### src/inc/sbth_defs.svh
// offsets, field positions, reset values and timing counts for the handshake
`ifndef SBTH_DEFS_SVH
`define SBTH_DEFS_SVH
`define SBTH_OFF_CTRL 8'h00
`define SBTH_OFF_STAT 8'h04
`define SBTH_OFF_IRQ_STAT 8'h08
`define SBTH_OFF_IRQ_MASK 8'h0C
`define SBTH_OFF_TX_BASE 8'h40
`define SBTH_OFF_RX_BASE 8'h80
`define SBTH_BIT_TXREQ 0
`define SBTH_BIT_RXCON 1
`define SBTH_BIT_INIT 2
`define SBTH_BIT_BUFF 3
`define SBTH_LEN_LSB 4
`define SBTH_LEN_MSB 15
`define SBTH_ARR_BYTES 16
`define SBTH_FIFO_DEPTH 16
`define SBTH_CYCLE_NS 1000
`define SBTH_CLK_NS 10
`define SBTH_CYCLE_CNT (`SBTH_CYCLE_NS / `SBTH_CLK_NS)
`define SBTH_INIT_CYCLES 4
`define SBTH_CTRL_RESET 16'h0000
`define SBTH_IRQ_TX 0
`define SBTH_IRQ_RX 1
`define SBTH_IRQ_INIT 2
`define SBTH_IRQ_FULL 3
`endif

### src/inc/sbth_pkg.sv
// types shared by the handshake block
package sbth_pkg;
    typedef enum logic [1:0] {
        SBTH_RUN,
        SBTH_INIT_BUSY,
        SBTH_INIT_DONE
    } sbth_init_state_t;
    typedef logic [7:0] sbth_byte_t;
endpackage

### src/sbth_cycle_tick.sv
// process-data cycle divider producing a one-cycle enable
`timescale 1ns/1ps
`default_nettype none
`include "sbth_defs.svh"
module sbth_cycle_tick (
    input wire logic aclk,
    input wire logic aresetn,
    output logic tick
);
    localparam int CNT_MAX = `SBTH_CYCLE_CNT - 1;
    logic [15:0] cnt_reg;
    // counts up one cycle period, pulses at wrap
    always_ff @(posedge aclk) begin
        if (!aresetn) begin
            cnt_reg <= 16'h0000;
        end else if (cnt_reg == 16'(CNT_MAX)) begin
            cnt_reg <= 16'h0000;
        end else begin
            cnt_reg <= cnt_reg + 16'h0001;
        end
    end
    assign tick = (cnt_reg == 16'(CNT_MAX));
endmodule // sbth_cycle_tick
`default_nettype wire

### src/sbth_handshake.sv
// serial buffer toggle handshake with AXI4-Lite register access
// Function
// - full receive fifo sets buffer-full flag and drops further bytes
// - init-acknowledge flag goes high when initialization finishes
// - init-acknowledge flag returns low when ready for exchange again
// - rx ready toggle inverts when receive array holds counted bytes
// - no new receive block until consumed toggle matches ready toggle
// - tx accepted toggle inverts once transmit bytes are taken over
// - init request blocks traffic, clears fifo pointers, then acknowledges
// - byte counts sit in bits 4 to 15 of control and status words
`timescale 1ns/1ps
`default_nettype none
`include "sbth_defs.svh"
module sbth_handshake
    import sbth_pkg::*;
(
    input wire logic aclk,
    input wire logic aresetn,
    input wire logic [7:0] s_axi_awaddr,
    input wire logic s_axi_awvalid,
    output logic s_axi_awready,
    input wire logic [31:0] s_axi_wdata,
    input wire logic [3:0] s_axi_wstrb,
    input wire logic s_axi_wvalid,
    output logic s_axi_wready,
    output logic [1:0] s_axi_bresp,
    output logic s_axi_bvalid,
    input wire logic s_axi_bready,
    input wire logic [7:0] s_axi_araddr,
    input wire logic s_axi_arvalid,
    output logic s_axi_arready,
    output logic [31:0] s_axi_rdata,
    output logic [1:0] s_axi_rresp,
    output logic s_axi_rvalid,
    input wire logic s_axi_rready,
    input wire logic [7:0] ser_rx_data,
    input wire logic ser_rx_valid,
    output logic [7:0] ser_tx_data,
    output logic ser_tx_valid,
    input wire logic ser_tx_ready,
    output logic irq
);
    localparam int DEPTH = `SBTH_FIFO_DEPTH;
    localparam int NB = `SBTH_ARR_BYTES;

    // register state
    logic [15:0] control_word_reg;
    logic [3:0] irq_stat_reg, irq_mask_reg;
    logic tx_accepted_toggle_reg, rx_ready_toggle_reg;
    logic init_done_flag_reg, buf_full_reg;
    logic [11:0] rx_byte_count_reg;
    sbth_byte_t tx_byte_array [NB];
    sbth_byte_t rx_byte_array [NB];
    sbth_byte_t fifo_mem [DEPTH];
    logic [4:0] wr_ptr_reg, rd_ptr_reg;
    sbth_init_state_t init_state_reg;
    logic [2:0] init_cnt_reg;
    logic [4:0] tx_left_reg, tx_idx_reg;
    logic tx_busy_reg;
    logic [7:0] ser_rx_d1_reg, ser_rx_d2_reg;
    logic ser_rx_v1_reg, ser_rx_v2_reg, ser_rx_v3_reg;
    logic tick;

    sbth_cycle_tick u_tick (
        .aclk(aclk),
        .aresetn(aresetn),
        .tick(tick)
    );

    // control word fields
    wire tx_req_toggle = control_word_reg[`SBTH_BIT_TXREQ];
    wire rx_consumed_toggle = control_word_reg[`SBTH_BIT_RXCON];
    wire init_request = control_word_reg[`SBTH_BIT_INIT];
    wire [11:0] tx_byte_count =
        control_word_reg[`SBTH_LEN_MSB:`SBTH_LEN_LSB];
    wire [15:0] status_word = {rx_byte_count_reg, buf_full_reg,
        init_done_flag_reg, rx_ready_toggle_reg,
        tx_accepted_toggle_reg};
    wire blocked = init_request | (init_state_reg != SBTH_RUN);

    // fifo status
    wire [4:0] fifo_used = wr_ptr_reg - rd_ptr_reg;
    wire fifo_full = (fifo_used == 5'(DEPTH));
    wire fifo_empty = (fifo_used == 5'h00);

    // toggle detection on the cycle tick
    wire tx_new = tick & !blocked & !tx_busy_reg
        & (tx_req_toggle != tx_accepted_toggle_reg);
    wire rx_free = (rx_consumed_toggle == rx_ready_toggle_reg);
    wire rx_post = tick & !blocked & rx_free & !fifo_empty;
    wire [4:0] rx_take = (fifo_used > 5'(NB)) ? 5'(NB) : fifo_used;
    wire rx_push = ser_rx_v2_reg & !ser_rx_v3_reg
        & !blocked & !fifo_full;
    wire tx_done = tx_busy_reg & (tx_left_reg == 5'h00);

    // axi write decode
    logic aw_held_reg, w_held_reg;
    logic [7:0] aw_addr_reg;
    logic [31:0] w_data_reg;
    logic [3:0] w_strb_reg;
    assign s_axi_awready = !aw_held_reg & !s_axi_bvalid;
    assign s_axi_wready = !w_held_reg & !s_axi_bvalid;
    wire wr_go = aw_held_reg & w_held_reg & !s_axi_bvalid;
    wire wr_ctrl = wr_go & (aw_addr_reg == `SBTH_OFF_CTRL);
    wire wr_istat = wr_go & (aw_addr_reg == `SBTH_OFF_IRQ_STAT);
    wire wr_imask = wr_go & (aw_addr_reg == `SBTH_OFF_IRQ_MASK);
    wire wr_tx = wr_go && aw_addr_reg >= `SBTH_OFF_TX_BASE
        && aw_addr_reg < (`SBTH_OFF_TX_BASE + 8'(4 * NB));
    wire wr_ok = wr_ctrl | wr_istat | wr_imask | wr_tx;
    wire [3:0] tx_wi = 4'((aw_addr_reg - `SBTH_OFF_TX_BASE) >> 2); // one per word

    // axi write channel capture and response
    always_ff @(posedge aclk) begin
        if (!aresetn) begin
            aw_held_reg <= 1'b0;
            w_held_reg <= 1'b0;
            s_axi_bvalid <= 1'b0;
            s_axi_bresp <= 2'b00;
            aw_addr_reg <= 8'h00;
            w_data_reg <= 32'h00000000;
            w_strb_reg <= 4'h0;
        end else begin
            if (s_axi_awvalid && s_axi_awready) begin
                aw_held_reg <= 1'b1;
                aw_addr_reg <= {s_axi_awaddr[7:2], 2'b00};
            end
            if (s_axi_wvalid && s_axi_wready) begin
                w_held_reg <= 1'b1;
                w_data_reg <= s_axi_wdata;
                w_strb_reg <= s_axi_wstrb;
            end
            if (wr_go) begin
                aw_held_reg <= 1'b0;
                w_held_reg <= 1'b0;
                s_axi_bvalid <= 1'b1;
                s_axi_bresp <= wr_ok ? 2'b00 : 2'b10;
            end else if (s_axi_bvalid && s_axi_bready) begin
                s_axi_bvalid <= 1'b0;
            end
        end
    end

    // control, mask and transmit array writes
    always_ff @(posedge aclk) begin
        if (!aresetn) begin
            control_word_reg <= `SBTH_CTRL_RESET;
            irq_mask_reg <= 4'h0;
        end else begin
            if (wr_ctrl && w_strb_reg[0])
                control_word_reg[7:0] <= w_data_reg[7:0];
            if (wr_ctrl && w_strb_reg[1])
                control_word_reg[15:8] <= w_data_reg[15:8];
            if (wr_imask && w_strb_reg[0])
                irq_mask_reg <= w_data_reg[3:0];
        end
    end
    always_ff @(posedge aclk) begin
        if (wr_tx && w_strb_reg[0])
            tx_byte_array[tx_wi] <= w_data_reg[7:0];
    end

    // axi read path
    wire [7:0] ra = {s_axi_araddr[7:2], 2'b00};
    wire rd_rx = ra >= `SBTH_OFF_RX_BASE
        && ra < (`SBTH_OFF_RX_BASE + 8'(4 * NB));
    wire [3:0] rx_ri = 4'((ra - `SBTH_OFF_RX_BASE) >> 2); // one per word
    wire rd_known = (ra == `SBTH_OFF_CTRL) | (ra == `SBTH_OFF_STAT)
        | (ra == `SBTH_OFF_IRQ_STAT) | (ra == `SBTH_OFF_IRQ_MASK) | rd_rx;
    wire [31:0] rd_mux =
        (ra == `SBTH_OFF_CTRL) ? {16'h0000, control_word_reg} :
        (ra == `SBTH_OFF_STAT) ? {16'h0000, status_word} :
        (ra == `SBTH_OFF_IRQ_STAT) ? {28'h0000000, irq_stat_reg} :
        (ra == `SBTH_OFF_IRQ_MASK) ? {28'h0000000, irq_mask_reg} :
        rd_rx ? {24'h000000, rx_byte_array[rx_ri]} : 32'h00000000;
    assign s_axi_arready = !s_axi_rvalid;
    always_ff @(posedge aclk) begin
        if (!aresetn) begin
            s_axi_rvalid <= 1'b0;
            s_axi_rdata <= 32'h00000000;
            s_axi_rresp <= 2'b00;
        end else if (s_axi_arvalid && s_axi_arready) begin
            s_axi_rvalid <= 1'b1;
            s_axi_rdata <= rd_mux;
            s_axi_rresp <= rd_known ? 2'b00 : 2'b10;
        end else if (s_axi_rvalid && s_axi_rready) begin
            s_axi_rvalid <= 1'b0;
        end
    end

    // serial receive input synchroniser
    always_ff @(posedge aclk) begin
        if (!aresetn) begin
            ser_rx_v1_reg <= 1'b0;
            ser_rx_v2_reg <= 1'b0;
            ser_rx_v3_reg <= 1'b0;
            ser_rx_d1_reg <= 8'h00;
            ser_rx_d2_reg <= 8'h00;
        end else begin
            ser_rx_v1_reg <= ser_rx_valid;
            ser_rx_v2_reg <= ser_rx_v1_reg;
            ser_rx_v3_reg <= ser_rx_v2_reg; // previous level for edge detect
            ser_rx_d1_reg <= ser_rx_data;
            ser_rx_d2_reg <= ser_rx_d1_reg;
        end
    end

    // receive fifo storage
    always_ff @(posedge aclk) begin
        if (rx_push)
            fifo_mem[wr_ptr_reg[3:0]] <= ser_rx_d2_reg;
    end

    // receive block copy into the receive array
    genvar gi;
    generate
        for (gi = 0; gi < NB; gi++) begin : g_rx_copy
            always_ff @(posedge aclk) begin
                if (rx_post && 5'(gi) < rx_take)
                    rx_byte_array[gi] <= fifo_mem[4'(rd_ptr_reg + 5'(gi))];
            end
        end
    endgenerate

    // fifo pointers, receive toggle and full flag
    always_ff @(posedge aclk) begin
        if (!aresetn || init_state_reg == SBTH_INIT_BUSY) begin
            wr_ptr_reg <= 5'h00;
            rd_ptr_reg <= 5'h00;
            buf_full_reg <= 1'b0;
        end else begin
            if (rx_push)
                wr_ptr_reg <= wr_ptr_reg + 5'h01;
            if (rx_post)
                rd_ptr_reg <= rd_ptr_reg + rx_take;
            buf_full_reg <= fifo_full & !rx_post;
        end
    end
    always_ff @(posedge aclk) begin
        if (!aresetn) begin
            rx_ready_toggle_reg <= 1'b0;
            rx_byte_count_reg <= 12'h000;
        end else if (rx_post) begin
            rx_ready_toggle_reg <= !rx_ready_toggle_reg;
            rx_byte_count_reg <= 12'(rx_take);
        end
    end

    // transmit take-over and serial output
    always_ff @(posedge aclk) begin
        if (!aresetn || blocked) begin
            tx_busy_reg <= 1'b0;
            tx_left_reg <= 5'h00;
            tx_idx_reg <= 5'h00;
        end else if (tx_new) begin
            tx_busy_reg <= 1'b1;
            tx_left_reg <= (tx_byte_count > 12'(NB)) ? 5'(NB)
                : 5'(tx_byte_count);
            tx_idx_reg <= 5'h00;
        end else if (tx_done) begin
            tx_busy_reg <= 1'b0;
        end else if (tx_busy_reg && ser_tx_ready) begin
            tx_left_reg <= tx_left_reg - 5'h01;
            tx_idx_reg <= tx_idx_reg + 5'h01;
        end
    end
    assign ser_tx_valid = tx_busy_reg & (tx_left_reg != 5'h00);
    always_ff @(posedge aclk) begin
        if (!aresetn)
            ser_tx_data <= 8'h00;
        else if (tx_new)
            ser_tx_data <= tx_byte_array[0]; // first byte ready as valid rises
        else
            ser_tx_data <= tx_byte_array[tx_idx_reg[3:0] + 4'(ser_tx_valid
                & ser_tx_ready)];
    end
    always_ff @(posedge aclk) begin
        if (!aresetn)
            tx_accepted_toggle_reg <= 1'b0;
        else if (tx_done)
            tx_accepted_toggle_reg <= !tx_accepted_toggle_reg;
    end

    // initialization sequence
    always_ff @(posedge aclk) begin
        if (!aresetn) begin
            init_state_reg <= SBTH_RUN;
            init_cnt_reg <= 3'h0;
            init_done_flag_reg <= 1'b0;
        end else begin
            unique case (init_state_reg)
                SBTH_RUN: if (init_request) begin
                    init_state_reg <= SBTH_INIT_BUSY;
                    init_cnt_reg <= 3'(`SBTH_INIT_CYCLES - 1);
                end
                SBTH_INIT_BUSY: if (init_cnt_reg == 3'h0) begin
                    init_state_reg <= SBTH_INIT_DONE;
                    init_done_flag_reg <= 1'b1;
                end else begin
                    init_cnt_reg <= init_cnt_reg - 3'h1;
                end
                SBTH_INIT_DONE: if (!init_request) begin
                    init_state_reg <= SBTH_RUN;
                    init_done_flag_reg <= 1'b0;
                end
            endcase
        end
    end

    // sticky interrupt flags, set wins over write-one clear
    wire [3:0] irq_ev = {rx_push & fifo_used == 5'(DEPTH - 1),
        init_state_reg == SBTH_INIT_BUSY && init_cnt_reg == 3'h0,
        rx_post, tx_done};
    wire [3:0] irq_clr = (wr_istat && w_strb_reg[0]) ? w_data_reg[3:0]
        : 4'h0;
    always_ff @(posedge aclk) begin
        if (!aresetn)
            irq_stat_reg <= 4'h0;
        else
            irq_stat_reg <= (irq_stat_reg & ~irq_clr) | irq_ev;
    end
    assign irq = |(irq_stat_reg & irq_mask_reg);

    // checks
    property p_full_flag;
        @(posedge aclk) disable iff (!aresetn)
        (fifo_full && !rx_post && init_state_reg != SBTH_INIT_BUSY)
            |=> buf_full_reg;
    endproperty
    a_full_flag: assert property (p_full_flag)
        else $error("full flag not set");
    property p_no_push_full;
        @(posedge aclk) disable iff (!aresetn)
        fifo_full && !rx_post |=> fifo_used == 5'(DEPTH) || $past(blocked);
    endproperty
    a_no_push_full: assert property (p_no_push_full)
        else $error("byte stored into full fifo");
    property p_init_ack;
        @(posedge aclk) disable iff (!aresetn)
        $rose(init_request) && init_state_reg == SBTH_RUN
            |-> ##[1:8] init_done_flag_reg;
    endproperty
    a_init_ack: assert property (p_init_ack)
        else $error("init not acknowledged");
    property p_init_release;
        @(posedge aclk) disable iff (!aresetn)
        init_done_flag_reg && !init_request |=> !init_done_flag_reg;
    endproperty
    a_init_release: assert property (p_init_release)
        else $error("init ack not released");
    property p_rx_toggle;
        @(posedge aclk) disable iff (!aresetn)
        $changed(rx_ready_toggle_reg) |-> $past(rx_free)
            && rx_byte_count_reg != 12'h000;
    endproperty
    a_rx_toggle: assert property (p_rx_toggle)
        else $error("bad receive toggle");
    property p_rx_hold;
        @(posedge aclk) disable iff (!aresetn)
        !rx_free |=> $stable(rx_byte_count_reg);
    endproperty
    a_rx_hold: assert property (p_rx_hold)
        else $error("receive block overwritten");
    property p_tx_ack;
        @(posedge aclk) disable iff (!aresetn)
        $changed(tx_accepted_toggle_reg) |-> $past(tx_done);
    endproperty
    a_tx_ack: assert property (p_tx_ack)
        else $error("transmit toggle without take-over");
    property p_init_block;
        @(posedge aclk) disable iff (!aresetn)
        init_state_reg == SBTH_INIT_BUSY |=> fifo_used == 5'h00
            && !ser_tx_valid;
    endproperty
    a_init_block: assert property (p_init_block)
        else $error("traffic during init");
    property p_irq;
        @(posedge aclk) disable iff (!aresetn)
        irq_ev != 4'h0 |=> (irq_stat_reg & $past(irq_ev)) == $past(irq_ev);
    endproperty
    a_irq: assert property (p_irq)
        else $error("interrupt event not latched");
    c_rx: cover property (@(posedge aclk) rx_post);
    c_tx: cover property (@(posedge aclk) tx_done);
    c_full: cover property (@(posedge aclk) buf_full_reg);
    c_init: cover property (@(posedge aclk) $fell(init_done_flag_reg));
endmodule // sbth_handshake
`default_nettype wire

### config.mk
export PLATFORM = sky130hd
export DESIGN_NAME = sbth_handshake
export DESIGN_NICKNAME = d
export VERILOG_FILES = /design/src/inc/sbth_pkg.sv /design/src/sbth_cycle_tick.sv /design/src/sbth_handshake.sv
export VERILOG_INCLUDE_DIRS = /design/src /design/src/inc
export SDC_FILE = /design/constraint.sdc
export NUM_CORES = 1
export LEC_CHECK = 0
export BUFFER_PORTS_ARGS = -buffer_cell sky130_fd_sc_hd__buf_4
export CAP_MARGIN = 20
export CORE_MARGIN = 2
export CORE_UTILIZATION = 50
export CTS_BUF_LIST = sky130_fd_sc_hd__clkbuf_4
export CTS_CLUSTER_DIAMETER = 50
export DETAILED_ROUTE_END_ITERATION = 8
export PLACE_DENSITY = 0.67
export RECOVER_POWER = 25
export SETUP_SLACK_MARGIN = 0.5
export SYNTH_ARGS = -nofsm -noshare
export SYNTH_HDL_FRONTEND = slang
export SYNTH_HIERARCHICAL = 1
export SYNTH_SLANG_ARGS = --single-unit
### constraint.sdc
create_clock -name aclk -period 13.33 [get_ports aclk]
set_clock_uncertainty 0.2 [all_clocks]
set_input_delay 2.666 -clock aclk [delete_from_list [all_inputs] [get_ports aclk]]
set_output_delay 2.666 -clock aclk [all_outputs]
set_load 0.05 [all_outputs]
==> results of run 1 <==
==> through the flow <==
stage	setup WS, ns	power (uW)	std cells	util	cell area, um2
3_5_place_dp	7.59	2030	2490	0.525	28800
3_3_place_gp	7.59	2030	2489	0.525	28800
5_1_grt	7.77	3610	2747	0.559	30700
2_1_floorplan	8.11	1980	1816	-	27700
4_1_cts	7.76	3500	2745	0.559	30700
6_report	7.88	3470	2750	0.559	30700
==> cells by family after synthesis <==
| logic type | count (synthesis) | share of synthesized area |
|---|---|---|
| multiplexers | 482 | 0.308 |
| AND/OR/NAND/NOR | 400 | 0.0746 |
| XOR/XNOR | 49 | 0.0158 |
| flip-flops | 535 | 0.526 |
| AO/OA/AOI/OAI | 138 | 0.0330 |
| other | 1 | 0.000136 |
| adder cells (fa/ha/maj) | 31 | 0.0143 |
| buffers and inverters | 163 | 0.0280 |
==> where the power goes <==
group          leakage (uW)  total [uW]  switching (uW)  internal (uW)
combinational       0.00471         176             112           64.3
clock               0.00111        1470             689            780
sequential          0.00480        1820            28.4           1790
==> layout make-up <==
cell class,count,area (um2)
clock buffers,213,1600
flip-flops and latches,535,14600
multi-input cells,1118,12500
inverters,27,101
diodes,4,10.0
repair buffers,107,803
well taps,704,881
fillers,4382,24200
clock inverters,42,280
==> final timing paths <==
check,startpoint,to,slack [ns],depth (start not counted)
max,tx_left_reg[0],ser_tx_valid,7.88,6
min,ser_rx_d1_reg[0],ser_rx_d2_reg[0],0.23,1
max reg2reg,rd_ptr_reg[2],rd_ptr_reg[4],8.50,14
min reg2reg,ser_rx_d1_reg[0],ser_rx_d2_reg[0],0.23,1
==> placed cells by master, fill, tap and decap left out, types with 30 or more instances in the layout <==
| cell type | netlist | layout |
|---|---|---|
| a21boi_0 | 34 | 34 |
| a21oi_1 | 37 | 37 |
| buf_4 | 25 | 107 |
| clkbuf_4 | 0 | 213 |
| dfxtp_1 | 151 | 148 |
| edfxtp_1 | 384 | 384 |
| mux2i_1 | 179 | 179 |
| mux4_2 | 291 | 291 |
| nand2_1 | 110 | 110 |
| nand3_1 | 30 | 30 |
| nor2_1 | 79 | 79 |
| nor2b_1 | 45 | 45 |
==> layer usage <==
| layer | global-route usage | vias up | wire length [um] |
|---|---|---|---|
| li1 | - | 7490 | - |
| met1 | 0.341 | 8661 | 28900 |
| met2 | 0.381 | 768 | 32700 |
| met3 | 0.0600 | 96 | 5500 |
| met4 | 0.0877 | 2 | 1490 |
| met5 | 0 | - | 13 |
==> impl_metrics.toml, run 1 <==
[cts]
clk_pin_slew_worst_paths_ns = 0.06
clock_tree.root_cell = "clkbuf_4"
worstSkewPairLatency_ns = 1.00
cts.sinks = 535
hold_buffers = 0
htreeDepth = 4
clockBufferDepth = 3
cts_tree = "yes"
cts_resized = 0
cts_buffers = 142
cts_setup_buffers = 0

[floorplanning]
rows = 86
die_y_um = 239
core_um2 = 54900
dieArea_um2 = 57200
start_util = 0.504
die_x_um = 239
ioPinCount = 120

[critical_path]
cp.arrival_ns = 2.58
start_kind = "flop"
path_max_fanout = 3
critical_path.max_stage_delay_ns = 0.67
endpoint_kind = "primary output"
cp_common_cell = "inv_1"
cp_slowest_cell = "or4b_2"
cp_num_buf_inv = 3
cp_top_family = "simple AND/OR/NAND/NOR gates"
criticalPathCategory = "reg2out"
cp_data_required_time_ns = 10.46
cp_cell_sequence = "inv_1 -> ha_1 -> or4b_2 -> nand2_1 -> inv_1 -> buf_4"

[sta]
slew_headroom = 0.203
tightest_slew_ns = 1.19
rsz0062_at_grt = "no"
report.final.slew_viol_count = 0
timing.setup.tns_ns = 0
fmax_mhz = 184
finalCriticalPeriod_ns = 5.45
hold_viol = 0
timing.final.crit_share = 0.409
hold_slack_ns = 0.230
setup_viol = 0

[placement]
io_buffers = 79
dp_hpwl_um = 49400
gp_congestion = 0.843

[logic_synthesis]
synth_edf_count = 384
synth_most_common_cell = "edfxtp_1"
synth_top_cell_area_share = 0.417
synth_common_cells = "edfxtp_1 (384), mux4_2 (291), mux2i_1 (179)"
synth_top_cell_by_area = "edfxtp_1"
synth_area_leaders = "edfxtp_1 (42%), mux4_2 (24%), dfxtp_1 (11%)"
syn_area_um2 = 27700
syn_area_per_cell_um2 = 15.4
synth.distinct_cells = 69
synth-seq-area-share = 0.526
synth_cells = 1799
ys_warn_count = 6
synthArstFlopShare = 0
ys_ff_latch = 535
ys.flop_type = "edfxtp_1"

[routing]
postRouteAntennaNets = 0
avgRoutedWirePerCell_um = 25.0
drt_iter0_drc = 1908
via_count = 17017
viasPerCell = 6.19
wirelength_um = 68600
drcViolationCount = 0
drtPass1Iterations = 5

[global_route]
grt_pass1_vias = 16453
grt_max_degree = 89
grt-ovfl-total = 0
grt_antenna_before_repair = 2
grt_pass1_wl_um = 102000
grt_usage = 0.246

[final_layout]
fin_nets = 2031
area_delta_synth_final_pct = 11.0
drive_gt1_frac = 0.331

[power_and_ir_drop]
vdd_drop_max_mv = 0.0717
leakage_uw = 0.0106
power_density_nw_per_um2 = 113

[run_status]
status = "completed"

[job]
drv_cap = 0

[min_path]
holdCritPathClass = "reg2reg"
(Power assumes the default switching activity.)
==> inputs of run 2 (changes only) <==
--- a/config.mk
+++ b/config.mk
@@ -13,7 +13,7 @@
 export CTS_BUF_LIST = sky130_fd_sc_hd__clkbuf_4
 export CTS_CLUSTER_DIAMETER = 50
 export DETAILED_ROUTE_END_ITERATION = 8
-export PLACE_DENSITY = 0.67
+export PLACE_DENSITY = 0.69
 export RECOVER_POWER = 25
 export SETUP_SLACK_MARGIN = 0.5
 export SYNTH_ARGS = -nofsm -noshare
==> constraint.sdc (replaced) <==
create_clock -name aclk -period 4.9 [get_ports aclk]
set_clock_uncertainty 0.2 [all_clocks]
set_input_delay 0.98 -clock aclk [delete_from_list [all_inputs] [get_ports aclk]]
set_output_delay 0.98 -clock aclk [all_outputs]
set_load 0.05 [all_outputs]
==> run 2 against run 1 <==
Combinational power grew to 2.9 times the previous value. First-iteration DRC count is 0.94% higher. Largest power group unchanged. Global-route usage hardly changed. Setup slack worse by 6.9 ns. Critical path type is now reg2reg. Critical path depth is 5 higher. The flow now finishes with violations (capacitance limit, slew limit). Clock power grew to 2.9 times the previous value.
==> impl_metrics.toml, run 2 (synthesis results as in run 1) <==
[routing]
drcViolationCount = 0
postRouteAntennaNets = 0
drtPass1Iterations = 5
viasPerCell = 6.13
wirelength_um = 68100
avgRoutedWirePerCell_um = 24.3
via_count = 17200
drt_iter0_drc = 1926

[global_route]
grt_pass1_wl_um = 103000
grt_pass1_vias = 16973
grt_usage = 0.246
grt_max_degree = 72
grt-ovfl-total = 0
grt_antenna_before_repair = 3

[critical_path]
cp_cell_sequence = "inv_1 -> ha_1 -> or4b_2 -> and3_1 -> ha_2 -> ha_1 -> buf_4 -> mux4_2 -> mux4_2 -> nand2_1 -> nand2_1"
cp_data_required_time_ns = 5.54
critical_path.max_stage_delay_ns = 0.64
cp_slowest_cell = "or4b_2"
criticalPathCategory = "reg2reg"
cp.arrival_ns = 4.57
path_max_fanout = 32
endpoint_kind = "flop"
start_kind = "flop"

[sta]
timing.setup.tns_ns = 0
tightest_slew_ns = 1.81
slew_headroom = -0.208
report.final.slew_viol_count = 89
hold_viol = 0
finalCriticalPeriod_ns = 3.93
setup_viol = 0
fmax_mhz = 255
hold_slack_ns = 0.117
timing.final.crit_share = 0.802
rsz0062_at_grt = "no"

[min_path]
holdCritPathClass = "in2reg"

[cts]
hold_buffers = 28
cts_buffers = 144
cts_resized = 0
worstSkewPairLatency_ns = 0.97
cts_tree = "yes"
clk_pin_slew_worst_paths_ns = 0.07
clock_tree.root_cell = "clkbuf_4"
cts.sinks = 535
cts_setup_buffers = 0
clockBufferDepth = 3
htreeDepth = 4

[final_layout]
mostFrequentLayoutCells = "edfxtp_1 (384), mux4_2 (291), clkbuf_4 (218)"
stdcell_count = 2806
regArea_um2 = 14600
area_delta_synth_final_pct = 13.2
drive_gt1_frac = 0.333
nFillCells = 4259
fin_nets = 2084
multiInputGateArea_um2 = 12500
final_common_cell = "edfxtp_1"

[floorplanning]
dieArea_um2 = 57200
ioPinCount = 120
die_y_um = 239
start_util = 0.504
rows = 86
die_x_um = 239
core_um2 = 54900

[job]
drv_cap = 2

[power_and_ir_drop]
leakage_uw = 0.0109
vdd_drop_max_mv = 0.185
power_density_nw_per_um2 = 310
p_total_uw = 9700

[placement]
gp_congestion = 0.846
io_buffers = 79
dp_hpwl_um = 49800
post-place-cells = 2513

[run_status]
violations = "capacitance limit, slew limit"
status = "finished, violations left"
==> run 2: cell types whose count changed in the layout (fill, tap and decap cells not counted), sizes merged <==
cell,before,now
clkbuf,213,221
inv,35,32
clkinv,30,28
clkinvlp,2,3
dlygate4sd3,0,28
bufinv,2,6
buf,107,127
==> run 2: critical path, delay by kind of cell (launching register included) <==
| family | cells | cell delay (ns) |
|---|---|---|
| multiplexers | 2 | 0.90 |
| AND/OR/NAND/NOR | 4 | 1.19 |
| adder cells (fa/ha/maj) | 3 | 0.71 |
| buffers and inverters | 2 | 0.52 |
| flip-flops | 1 | 0.30 |
==> run 2: routing by layer <==
layer  global-route usage  share of wire
met3               0.0595          0.076
met2                0.403           0.49
met5                    0              0
met1                0.327           0.41
met4               0.0735          0.019
==> run 2: path summary, 6_finish.rpt <==
check                        start                to  slack [ns]  cells after the start
setup / recovery    tx_left_reg[0]    ser_tx_data[6]        0.97                     11
hold / removal      s_axi_wdata[6]     w_data_reg[6]        0.12                      3
setup reg to reg    tx_left_reg[0]    ser_tx_data[6]        0.97                     11
hold reg to reg   ser_rx_d1_reg[0]  ser_rx_d2_reg[0]        0.24                      1
==> run 2: layout make-up <==
class                      count  area share
inverter                      27     0.00324
clock inverter                42      0.0116
antenna                        4    0.000320
multi-input combinational   1118       0.398
clock buffer                 218      0.0523
tap                          704      0.0281
timing repair buffer         158      0.0412
sequential                   535       0.465
==> run 2: power breakdown <==
group / internal [uW] / switching (uW)
clock network: 2360 / 1870
logic: 197 / 314
registers: 4880 / 77.4
==> run 2: through the flow <==
step,instance area [um2],worst slack (ns),utilization
finish,31300,0.971,0.570
global route,31300,0.738,0.570
CTS,31300,0.969,0.570
detailed placement,29000,0.965,0.528
global placement,29000,1.02,0.528
floorplan,27700,0.616,-
